## src/rtl/bis_regs.svh

```systemverilog
/*
 * timing constants for the burner ignition sequencer.
 * assumes a 10 MHz system clock; included by its bare name.
 */
`ifndef BIS_REGS_SVH
`define BIS_REGS_SVH

// ------------------------------------------------------------
// clock and phase times
// ------------------------------------------------------------
`define BIS_CLK_HZ           10000000
`define BIS_SELFCHK_S        2
`define BIS_PREPURGE_S       15
`define BIS_WARMUP_S         20
`define BIS_TRIAL_S          6
`define BIS_IGN_OFF_S        2
`define BIS_PROVE_S          2
`define BIS_FAIL_S           4
`define BIS_POSTPURGE_S      30
`define BIS_AFTERGLOW_S      2

// ------------------------------------------------------------
// high limit setpoint window, degrees F
// ------------------------------------------------------------
`define BIS_LIMIT_MIN_F      8'h64
`define BIS_LIMIT_MAX_F      8'hC8
`define BIS_LIMIT_DIFF_F     8'h14

`endif

```

## src/rtl/bis_pkg.sv

```systemverilog
/*
 * types for the burner ignition sequencer.
 * assumes nothing beyond a SystemVerilog compiler.
 */
package bis_pkg;

   // ------------------------------------------------------------
   // sequence states
   // ------------------------------------------------------------
   typedef enum logic [3:0] {
      ST_STANDBY,
      ST_SELFCHK,
      ST_WAIT_AIR,
      ST_PREPURGE,
      ST_WARMUP,
      ST_TRIAL,
      ST_RUN,
      ST_HOLD,
      ST_POSTPURGE
   } bis_state_e;

   // ------------------------------------------------------------
   // load outputs and lamps
   // ------------------------------------------------------------
   typedef struct packed {
      logic circulator;
      logic inducer;
      logic igniter;
      logic gas_valve;
   } bis_loads_s;

   typedef struct packed {
      logic power;
      logic purge;
      logic igniter;
      logic valve;
      logic flame_dim;
      logic flame_full;
   } bis_lamps_s;

endpackage

```

## src/rtl/bis_sync.sv

```systemverilog
/*
 * two-flop synchroniser for a bundle of pin levels.
 * assumes the pins are asynchronous to sys_clk_in.
 */
`timescale 1ns/1ps
module bis_sync #(
   parameter int WIDTH = 5
) (
   // clock and reset
   input  wire logic             sys_clk_in,
   input  wire logic             reset_in,
   // pin side
   input  wire logic [WIDTH-1:0] pins_in,
   // synchronised side
   output      logic [WIDTH-1:0] sync_out
);

   logic [WIDTH-1:0] stage1;

   always_ff @(posedge sys_clk_in or posedge reset_in) begin
      if (reset_in) begin
         stage1   <= '0;
         sync_out <= '0;
      end else begin
         stage1   <= pins_in;
         sync_out <= stage1;
      end
   end

endmodule

```

## src/rtl/bis_sequencer.sv

```systemverilog
/*
 * burner ignition sequencer: thermostat-driven purge, ignite, prove, run, post-purge.
 * assumes 10 MHz sys_clk_in, asynchronous pins, and an external thermostat,
 * air proving switch, flame sensor and limit controls.
 */
// Notes on behaviour
// RQ1 - idle with power: power lamp lit, all loads off, wait for heat request.
// RQ2 - heat request energizes the circulator at once.
// RQ3 - about two seconds of self-check, then the draft inducer starts.
// RQ4 - air switch closure lights purge lamp and starts fifteen second pre-purge.
// RQ5 - pre-purge end: purge lamp off, igniter and igniter lamp on, twenty seconds.
// RQ6 - warm-up end: gas valve and valve lamp on, six second trial.
// RQ7 - two seconds after valve opens, igniter and its lamp go off.
// RQ8 - flame lamp dim at proving start; last two seconds prove flame, lamp full.
// RQ9 - heat request end: valve and circulator off, thirty second post-purge, purge lamp.
// RQ10 - flame lamp follows flame about two seconds after valve closes.
// RQ11 - post-purge end: inducer off, back to standby.
// RQ12 - no flame in trial: valve and lamp off four seconds after opening.
// RQ13 - high limit exceeded while firing: burner off, circulator keeps running.
// RQ14 - limit clears: relight only after repeating pre-purge and warm-up.
// RQ15 - high limit setpoint held within 100 to 200 F, differential 20 F.
// RQ16 - opened safety control shuts burner off; restored control relights it.
// RQ17 - air switch never closes: inducer stays on, no further advance.
// RQ18 - heat request dropped during purge, warm-up or trial: valve, igniter off, post-purge.
`timescale 1ns/1ps
`include "bis_regs.svh"
module bis_sequencer #(
   parameter int SELFCHK_CYC   = `BIS_SELFCHK_S * `BIS_CLK_HZ,
   parameter int PREPURGE_CYC  = `BIS_PREPURGE_S * `BIS_CLK_HZ,
   parameter int WARMUP_CYC    = `BIS_WARMUP_S * `BIS_CLK_HZ,
   parameter int TRIAL_CYC     = `BIS_TRIAL_S * `BIS_CLK_HZ,
   parameter int IGN_OFF_CYC   = `BIS_IGN_OFF_S * `BIS_CLK_HZ,
   parameter int PROVE_CYC     = `BIS_PROVE_S * `BIS_CLK_HZ,
   parameter int FAIL_CYC      = `BIS_FAIL_S * `BIS_CLK_HZ,
   parameter int POSTPURGE_CYC = `BIS_POSTPURGE_S * `BIS_CLK_HZ,
   parameter int AFTERGLOW_CYC = `BIS_AFTERGLOW_S * `BIS_CLK_HZ
) (
   // clock and reset
   input  wire logic              sys_clk_in,
   input  wire logic              reset_in,
   // external contacts (asynchronous)
   input  wire logic              supply_ok_in,
   input  wire logic              heat_req_in,
   input  wire logic              air_proven_in,
   input  wire logic              flame_in,
   input  wire logic              safety_ok_in,
   // boiler water temperature and limit setting, degrees F
   input  wire logic [7:0]        water_temp_in,
   input  wire logic [7:0]        limit_set_in,
   // loads
   output bis_pkg::bis_loads_s    loads_out,
   // diagnostic lamps
   output bis_pkg::bis_lamps_s    lamps_out,
   // status
   output bis_pkg::bis_state_e    state_out,
   output logic                   ignition_fail_out,
   output logic [7:0]             limit_eff_out
);

   // ------------------------------------------------------------
   // input synchronisation
   // ------------------------------------------------------------
   logic [4:0] pin_sync;
   logic       power_s;
   logic       heat_s;
   logic       air_s;
   logic       flame_s;
   logic       safety_s;

   bis_sync #(.WIDTH(5)) u_sync (
      .sys_clk_in (sys_clk_in),
      .reset_in   (reset_in),
      .pins_in    ({supply_ok_in, heat_req_in, air_proven_in, flame_in, safety_ok_in}),
      .sync_out   (pin_sync)
   );

   assign power_s  = pin_sync[4];
   assign heat_s   = pin_sync[3];
   assign air_s    = pin_sync[2];
   assign flame_s  = pin_sync[1];
   assign safety_s = pin_sync[0];

   // temperature words are assumed quasi-static; sampled twice anyway
   logic [7:0] temp_q1;
   logic [7:0] temp_q;
   logic [7:0] set_q1;
   logic [7:0] set_q;

   always_ff @(posedge sys_clk_in or posedge reset_in) begin
      if (reset_in) begin
         temp_q1 <= 8'h00;
         temp_q  <= 8'h00;
         set_q1  <= `BIS_LIMIT_MAX_F;
         set_q   <= `BIS_LIMIT_MAX_F;
      end else begin
         temp_q1 <= water_temp_in;
         temp_q  <= temp_q1;
         set_q1  <= limit_set_in;
         set_q   <= set_q1;
      end
   end

   // ------------------------------------------------------------
   // high limit with clamped setpoint and differential
   // ------------------------------------------------------------
   function automatic logic [7:0] clamp_limit(input logic [7:0] v);
      if (v < `BIS_LIMIT_MIN_F)
         clamp_limit = `BIS_LIMIT_MIN_F;
      else if (v > `BIS_LIMIT_MAX_F)
         clamp_limit = `BIS_LIMIT_MAX_F;
      else
         clamp_limit = v;
   endfunction

   logic [7:0] limit_eff;
   logic [7:0] limit_low;
   logic       limit_trip;
   wire        over_limit  = temp_q > limit_eff;
   wire        under_limit = temp_q <= limit_low;

   // RQ15 - setpoint window clamp
   assign limit_eff = clamp_limit(set_q);
   assign limit_low = limit_eff - `BIS_LIMIT_DIFF_F;

   always_ff @(posedge sys_clk_in or posedge reset_in) begin
      if (reset_in)
         limit_trip <= 1'b0;
      else if (over_limit)
         limit_trip <= 1'b1;
      else if (under_limit)
         limit_trip <= 1'b0;
   end

   // RQ13 - limit or safety blocks firing
   // RQ16 - safety control shutoff
   wire burner_block = limit_trip | ~safety_s;

   // ------------------------------------------------------------
   // sequence state machine
   // ------------------------------------------------------------
   bis_pkg::bis_state_e state;
   bis_pkg::bis_state_e next_state;
   logic [31:0]         timer;
   logic [31:0]         next_timer;
   logic                flame_proved;
   logic                next_flame_proved;
   logic                ign_fail;
   logic                next_ign_fail;

   function automatic logic expired(input logic [31:0] t, input int lim);
      expired = (t >= 32'(lim - 1));
   endfunction

   always_comb begin
      next_state        = state;
      next_timer        = timer + 32'h1;
      next_flame_proved = flame_proved;
      next_ign_fail     = ign_fail;
      case (state)
         bis_pkg::ST_STANDBY: begin
            next_timer        = 32'h0;
            next_flame_proved = 1'b0;
            // RQ2 - heat request starts cycle
            if (power_s && heat_s) begin
               next_state    = bis_pkg::ST_SELFCHK;
               next_ign_fail = 1'b0;
            end
         end
         bis_pkg::ST_SELFCHK: begin
            // RQ3 - self-check then inducer
            if (!heat_s) begin
               next_state = bis_pkg::ST_STANDBY;
            end else if (expired(timer, SELFCHK_CYC)) begin
               next_state = bis_pkg::ST_WAIT_AIR;
               next_timer = 32'h0;
            end
         end
         bis_pkg::ST_WAIT_AIR: begin
            next_timer = 32'h0;
            // RQ17 - hold until air proven
            // RQ18 - request drop goes to post-purge
            if (!heat_s)
               next_state = bis_pkg::ST_POSTPURGE;
            else if (air_s && !burner_block)
               next_state = bis_pkg::ST_PREPURGE;
         end
         bis_pkg::ST_PREPURGE: begin
            // RQ4 - fifteen second pre-purge
            if (!heat_s) begin
               next_state = bis_pkg::ST_POSTPURGE;
               next_timer = 32'h0;
            end else if (!air_s || burner_block) begin
               next_state = bis_pkg::ST_WAIT_AIR;
               next_timer = 32'h0;
            end else if (expired(timer, PREPURGE_CYC)) begin
               next_state = bis_pkg::ST_WARMUP;
               next_timer = 32'h0;
            end
         end
         bis_pkg::ST_WARMUP: begin
            // RQ5 - twenty second warm-up
            if (!heat_s) begin
               next_state = bis_pkg::ST_POSTPURGE;
               next_timer = 32'h0;
            end else if (!air_s || burner_block) begin
               next_state = bis_pkg::ST_HOLD;
               next_timer = 32'h0;
            end else if (expired(timer, WARMUP_CYC)) begin
               next_state = bis_pkg::ST_TRIAL;
               next_timer = 32'h0;
            end
         end
         bis_pkg::ST_TRIAL: begin
            // RQ8 - prove in final window
            if (flame_s && timer >= 32'(TRIAL_CYC - PROVE_CYC))
               next_flame_proved = 1'b1;
            if (!heat_s) begin
               next_state = bis_pkg::ST_POSTPURGE;
               next_timer = 32'h0;
            end else if (!air_s || burner_block) begin
               next_state = bis_pkg::ST_HOLD;
               next_timer = 32'h0;
            // RQ12 - no flame closes valve
            end else if (!flame_s && expired(timer, FAIL_CYC)) begin
               next_state    = bis_pkg::ST_STANDBY;
               next_ign_fail = 1'b1;
            end else if (expired(timer, TRIAL_CYC)) begin
               next_state = flame_s ? bis_pkg::ST_RUN : bis_pkg::ST_STANDBY;
               next_ign_fail = ~flame_s;
               next_timer = 32'h0;
            end
         end
         bis_pkg::ST_RUN: begin
            next_timer = 32'h0;
            // RQ9 - end of call, post-purge
            if (!heat_s)
               next_state = bis_pkg::ST_POSTPURGE;
            // RQ13 - limit trip shuts burner
            else if (!air_s || burner_block || !flame_s)
               next_state = bis_pkg::ST_HOLD;
         end
         bis_pkg::ST_HOLD: begin
            next_timer        = 32'h0;
            next_flame_proved = 1'b0;
            // RQ14 - relight via full purge
            if (!heat_s)
               next_state = bis_pkg::ST_POSTPURGE;
            else if (!burner_block)
               next_state = bis_pkg::ST_WAIT_AIR;
         end
         bis_pkg::ST_POSTPURGE: begin
            // RQ11 - post-purge end to standby
            if (expired(timer, POSTPURGE_CYC)) begin
               next_state = bis_pkg::ST_STANDBY;
               next_timer = 32'h0;
            end
         end
         default: begin
            next_state = bis_pkg::ST_STANDBY;
            next_timer = 32'h0;
         end
      endcase
   end

   always_ff @(posedge sys_clk_in or posedge reset_in) begin
      if (reset_in) begin
         state        <= bis_pkg::ST_STANDBY;
         timer        <= 32'h0;
         flame_proved <= 1'b0;
         ign_fail     <= 1'b0;
      end else begin
         state        <= next_state;
         timer        <= next_timer;
         flame_proved <= next_flame_proved;
         ign_fail     <= next_ign_fail;
      end
   end

   // ------------------------------------------------------------
   // flame lamp afterglow
   // ------------------------------------------------------------
   logic [31:0] glow;

   // RQ10 - flame lamp follows flame
   always_ff @(posedge sys_clk_in or posedge reset_in) begin
      if (reset_in)
         glow <= 32'h0;
      else if (state == bis_pkg::ST_RUN && next_state == bis_pkg::ST_POSTPURGE)
         glow <= 32'(AFTERGLOW_CYC);
      else if (glow != 32'h0)
         glow <= glow - 32'h1;
   end

   // ------------------------------------------------------------
   // output decode
   // ------------------------------------------------------------
   bis_pkg::bis_loads_s next_loads;
   bis_pkg::bis_lamps_s next_lamps;
   wire s_fire  = next_state == bis_pkg::ST_TRIAL || next_state == bis_pkg::ST_RUN;
   wire s_trial = next_state == bis_pkg::ST_TRIAL;
   wire ign_win = s_trial && next_timer < 32'(IGN_OFF_CYC);
   wire heating = next_state != bis_pkg::ST_STANDBY && next_state != bis_pkg::ST_POSTPURGE;

   // RQ1 - standby lamp, loads off
   assign next_lamps.power      = power_s;
   // RQ4 - purge lamp with pre-purge
   // RQ9 - purge lamp in post-purge
   assign next_lamps.purge      = next_state == bis_pkg::ST_PREPURGE || next_state == bis_pkg::ST_POSTPURGE;
   // RQ5 - igniter lamp with igniter
   // RQ7 - igniter off after two seconds
   assign next_lamps.igniter    = next_state == bis_pkg::ST_WARMUP || ign_win;
   // RQ6 - valve lamp with valve
   assign next_lamps.valve      = s_fire;
   // RQ8 - dim then full flame lamp
   assign next_lamps.flame_dim  = s_trial && !next_flame_proved;
   assign next_lamps.flame_full = (s_fire && next_flame_proved) || (glow != 32'h0 && flame_s)
                                  || (next_state == bis_pkg::ST_RUN) || (state == bis_pkg::ST_RUN && flame_s);

   // RQ2 - circulator during call
   // RQ13 - circulator kept on limit
   assign next_loads.circulator = heating && next_state != bis_pkg::ST_SELFCHK ? 1'b1 : heating;
   // RQ3 - inducer after self-check
   assign next_loads.inducer    = heating ? next_state != bis_pkg::ST_SELFCHK : next_state == bis_pkg::ST_POSTPURGE;
   assign next_loads.igniter    = next_lamps.igniter;
   // RQ6 - gas valve through trial and run
   assign next_loads.gas_valve  = s_fire;

   always_ff @(posedge sys_clk_in or posedge reset_in) begin
      if (reset_in) begin
         loads_out         <= '0;
         lamps_out         <= '0;
         state_out         <= bis_pkg::ST_STANDBY;
         ignition_fail_out <= 1'b0;
         limit_eff_out     <= `BIS_LIMIT_MAX_F;
      end else begin
         loads_out         <= next_loads;
         lamps_out         <= next_lamps;
         state_out         <= next_state;
         ignition_fail_out <= next_ign_fail;
         limit_eff_out     <= limit_eff;
      end
   end

endmodule

```

## config.mk

```make
export PLATFORM = sky130hd
export DESIGN_NAME = bis_sequencer
export DESIGN_NICKNAME = d
export VERILOG_FILES = /design/src/rtl/bis_pkg.sv /design/src/rtl/bis_sync.sv /design/src/rtl/bis_sequencer.sv
export VERILOG_INCLUDE_DIRS = /design/src /design/src/rtl
export SDC_FILE = /design/constraint.sdc
export NUM_CORES = 1
export LEC_CHECK = 0
export BUFFER_PORTS_ARGS = -buffer_cell sky130_fd_sc_hd__buf_2
export CAP_MARGIN = 20
export CORE_ASPECT_RATIO = 0.5
export CORE_UTILIZATION = 30
export DETAILED_ROUTE_END_ITERATION = 8
export HOLD_SLACK_MARGIN = 0.08
export SLEW_MARGIN = 40
export SYNTH_ARGS = -nofsm -noshare
export SYNTH_HDL_FRONTEND = slang
export SYNTH_SLANG_ARGS = --single-unit
export TNS_END_PERCENT = 20
```

## constraint.sdc

```tcl
create_clock -name sys_clk_in -period 8.24 [get_ports sys_clk_in]
set_input_delay 0.824 -clock sys_clk_in [delete_from_list [all_inputs] [get_ports sys_clk_in]]
set_output_delay 0.824 -clock sys_clk_in [all_outputs]
set_load 0.01 [all_outputs]
```

==> flow_metrics.tcl <==
set metrics [dict create \
    cts.clk_slew.worst_paths_ps 60 \
    via_per_inst 4.979 \
    layoutNonFillerInstCount 1041 \
    postRouteAntennaNets 0 \
    worstSetupStartpointType "flop" \
    global_route.usage.met3 0.03530 \
    clockBufferDepth 2 \
    critical_path.reg2reg.endpoint "lamps_out[3]" \
    r2r_cells 8 \
    outcome "completed" \
    final-hold-violation-count 0 \
    final_layout_size_suffix_gt1_frac 0.1457 \
    numCtsBuffers 17 \
    ffs_latches_synth 129 \
    worstReg2RegStart "timer[2]" \
    grt_start_max_net_pins 89 \
    area.growth.synth_to_final_pct 16.07 \
    timing.critical_path.max_delay_family "simple AND/OR/NAND/NOR gates" \
    timing.final.crit_share 0.3799 \
    accumulated_negative_setup_slack_ps 0 \
    tritoncts "yes" \
    initial_utilization 0.3076 \
    netlist_instances 701 \
    post-dp-hpwl_mm 10.17 \
    power.static_leakage_nw 3.500 \
    gr-usage-met1 0.1900 \
    min_delay_path_class "flop to flop" \
    via_count_of_the_first_global_routing_pass 4928 \
    worst_path_largest_cell_delay_ps 640 \
    critPathKind "flop to flop" \
    postLayoutCellArea_sq_um 7791 \
    detail_route.drc_violations 0 \
    worst_setup_timing_slack_at_the_placement_stage_ps 5168 \
    max_clock_freq_ghz 0.3195 \
    final_count_of_negative_setup_slack_endpoints 0 \
    timing.critical_path.cells "nand3_1 -> or3_1 -> nor4_2 -> mux2_2 -> o211ai_1 -> and4_1 -> o311ai_1 -> a41oi_1" \
    antenna-diode-count 0 \
    cts_resized 0 \
    top_cell_type_by_total_area_after_synthesis "sky130_fd_sc_hd__dfrtp_1" \
    cpMaxStageDelayCell "sky130_fd_sc_hd__or3_1" \
    post_cts.repair.setup_buffers 0 \
    gr_ovfl_total 0 \
    timing.slew.headroom 0.5420 \
    whs_endpoint "temp_q[1]" \
    maxSlewViolCount 0 \
    numClockSinks 129 \
    required_ps 8560 \
    cts.hold.buffers_added 0 \
    place.port_buffers 45 \
    layout_setup_ws_ps 5110 \
    drt-initial-drc-count 482 \
    power.density_nw_per_um2 192.0 \
    yosys.cell_types.count 70 \
    use_met2 0.2071 \
    timing.clock.skew_ps 12.18 \
    grt_most_used_layer "met2" \
    dpl-instance-area_sq_um 7182 \
    crit_path_end_kind "flop" \
    number_of_optimization_iterations_in_the_first_detailed_route_pass 5 \
    synth.avg_cell_area_sq_um 9.576 \
    grt_first_pass_wirelength_mm 25.14 \
    top_level_ports 46 \
    final_core_util 0.3570 \
    worst_hold_startpoint "temp_q1[1]" \
    num-nets-final 769 \
    timing.critical_path.buf_inv 0 \
    die_area_sq_um 23010 \
    routability_congestion 0.8872 \
    antenna_found_initial 0 \
    wirelength_mm 14.68 \
    rsz0062_at_grt "no" \
    synth_sequential_area_ratio 0.4826 \
    peakVddDrop_v 0.0001124 \
    worst_hold_path.num_cells 0 \
    postSynth.topFlopCell "sky130_fd_sc_hd__dfrtp_1" \
    max_slew.worst_pin.slew_ps 680.7 \
    insertion_delay_ps 430 \
    synth_common_cells "sky130_fd_sc_hd__dfrtp_1 (120), sky130_fd_sc_hd__nor2_1 (96), sky130_fd_sc_hd__nand2_1 (52)" \
    max_cap_viol_count 0 \
    yosys.cell_count.top_type "sky130_fd_sc_hd__dfrtp_1" \
    post_synth_instance_area_sq_um 6713 \
    r2r_setup_slack_ps 5110 \
    critical_path_arrival_ps 3450 \
    postSynthNetCount 742 \
    core-area_sq_um 21820 \
    place.detailed.instances 1009 \
    synth_area_leaders "sky130_fd_sc_hd__dfrtp_1 (45%), sky130_fd_sc_hd__nor2_1 (5.4%), sky130_fd_sc_hd__xnor2_1 (4.3%)" \
    dr_total_vias 5183 \
    timing.critical_path.fanout_max 12 \
    number_of_flops_mapped_to_enable_cells_by_yosys 0 \
    gr-usage-all-layers 0.1366 \
    die_y_um 107.8 \
    synthDominantCellAreaShare 0.4473 \
    wl_per_cell_um 14.10 \
    fin_crit_ps 3130 \
    async_flop_share 1.000 \
    die_x_um 213.5 \
    yosysWarnings 0 \
    clk_root_buffer_cell "sky130_fd_sc_hd__clkbuf_16" \
    h-tree-depth 4 \
    row_count 38 \
]
[worst max-delay path by stage]
stage	from	endpoint	slack, ps	cells after the start
floorplan	reset_in	flame_proved	3990	1
global placement	timer[30]	lamps_out[3]	5300	9
detailed placement	timer[2]	lamps_out[3]	5170	8
CTS	timer[2]	lamps_out[3]	5130	8
global route	timer[2]	lamps_out[3]	4910	8
finish	timer[2]	lamps_out[3]	5110	8
[layout by cell type (no fill, tap or decap), types with 7 or more instances in the layout]
| cell | instances |
|---|---|
| sky130_fd_sc_hd__or4_1 | 7 |
| sky130_fd_sc_hd__a21o_1 | 8 |
| sky130_fd_sc_hd__nand3b_1 | 10 |
| sky130_fd_sc_hd__nor2_1 | 96 |
| sky130_fd_sc_hd__nor2b_1 | 11 |
| sky130_fd_sc_hd__o21ai_0 | 25 |
| sky130_fd_sc_hd__inv_1 | 27 |
| sky130_fd_sc_hd__nand2_1 | 52 |
| sky130_fd_sc_hd__and3_1 | 7 |
| sky130_fd_sc_hd__clkbuf_16 | 17 |
| sky130_fd_sc_hd__xor2_1 | 25 |
| sky130_fd_sc_hd__and2_1 | 7 |
| sky130_fd_sc_hd__or3_1 | 15 |
| sky130_fd_sc_hd__nor3_1 | 14 |
| sky130_fd_sc_hd__ha_1 | 18 |
| sky130_fd_sc_hd__a21oi_1 | 21 |
| sky130_fd_sc_hd__xnor2_1 | 33 |
| sky130_fd_sc_hd__dfstp_2 | 9 |
| sky130_fd_sc_hd__nand2b_1 | 7 |
| sky130_fd_sc_hd__nor4_1 | 15 |
| sky130_fd_sc_hd__dfrtp_1 | 120 |
| sky130_fd_sc_hd__buf_2 | 45 |
| sky130_fd_sc_hd__nand3_1 | 27 |
| sky130_fd_sc_hd__nand4_1 | 15 |
[worst reg2reg max path: cells and delay by family (launching register included)]
kind             cells  cell delay, ps
multiplexers         1             390
AND/OR/NAND/NOR      4            1730
AO/OA/AOI/OAI        3             470
flip-flops           1             430
[registers in the layout, summed over array words and instances (netlist names)]
name / count
glow: 32
timer: 32
limit_eff_out: 8
set_q1: 8
set_q: 8
temp_q1: 8
temp_q: 8
lamps_out: 6
u_sync.stage1: 5
u_sync.sync_out: 5
state_out: 4
loads_out: 2
flame_proved: 1
ignition_fail_out: 1
limit_trip: 1
[report_power, final]
| part | switching, mW | leakage (nW) | internal (mW) | total [mW] |
|---|---|---|---|---|
| Combinational | 0.0422 | 1.54 | 0.0258 | 0.0681 |
| Sequential | 0.0118 | 1.67 | 0.651 | 0.663 |
| Clock | 0.309 | 0.291 | 0.456 | 0.765 |
[logic make-up after synthesis]
| kind of cell | Yosys count | share of synthesized area |
|---|---|---|
| AND/OR/NAND/NOR | 312 | 0.2453 |
| flip-flops | 129 | 0.4826 |
| AO/OA/AOI/OAI | 115 | 0.1197 |
| buffers and inverters | 68 | 0.04156 |
| XOR/XNOR | 58 | 0.07568 |
| adder cells (fa/ha/maj) | 18 | 0.03355 |
| multiplexers | 1 | 0.001677 |
[per-stage QoR]
stage | power [mW] | hold slack, ps
floorplan | 0.7171 | 331.2
detailed placement | 0.7433 | 334.7
global placement | 0.7413 | 332.2
global route | 1.557 | 361.2
finish | 1.496 | 347.6
CTS | 1.515 | 349.0
[layer usage]
metal | vias up | share of wire
met2 | 128 | 0.46
met4 | 0 | 0.013
met5 | - | 0
met1 | 2508 | 0.48
li1 | 2529 | -
met3 | 18 | 0.047
[area by class of cell]
class                           count  area, sq um
Multi-Input combinational cell    504         3217
Tap cell                          300        375.4
Sequential cell                   129         3239
Fill cell                        2121        14030
Inverter                           28        107.6
Timing Repair Buffer               48        254.0
Clock buffer                       18        429.2
Clock inverter                     14        168.9
(Power assumes the default switching activity.)
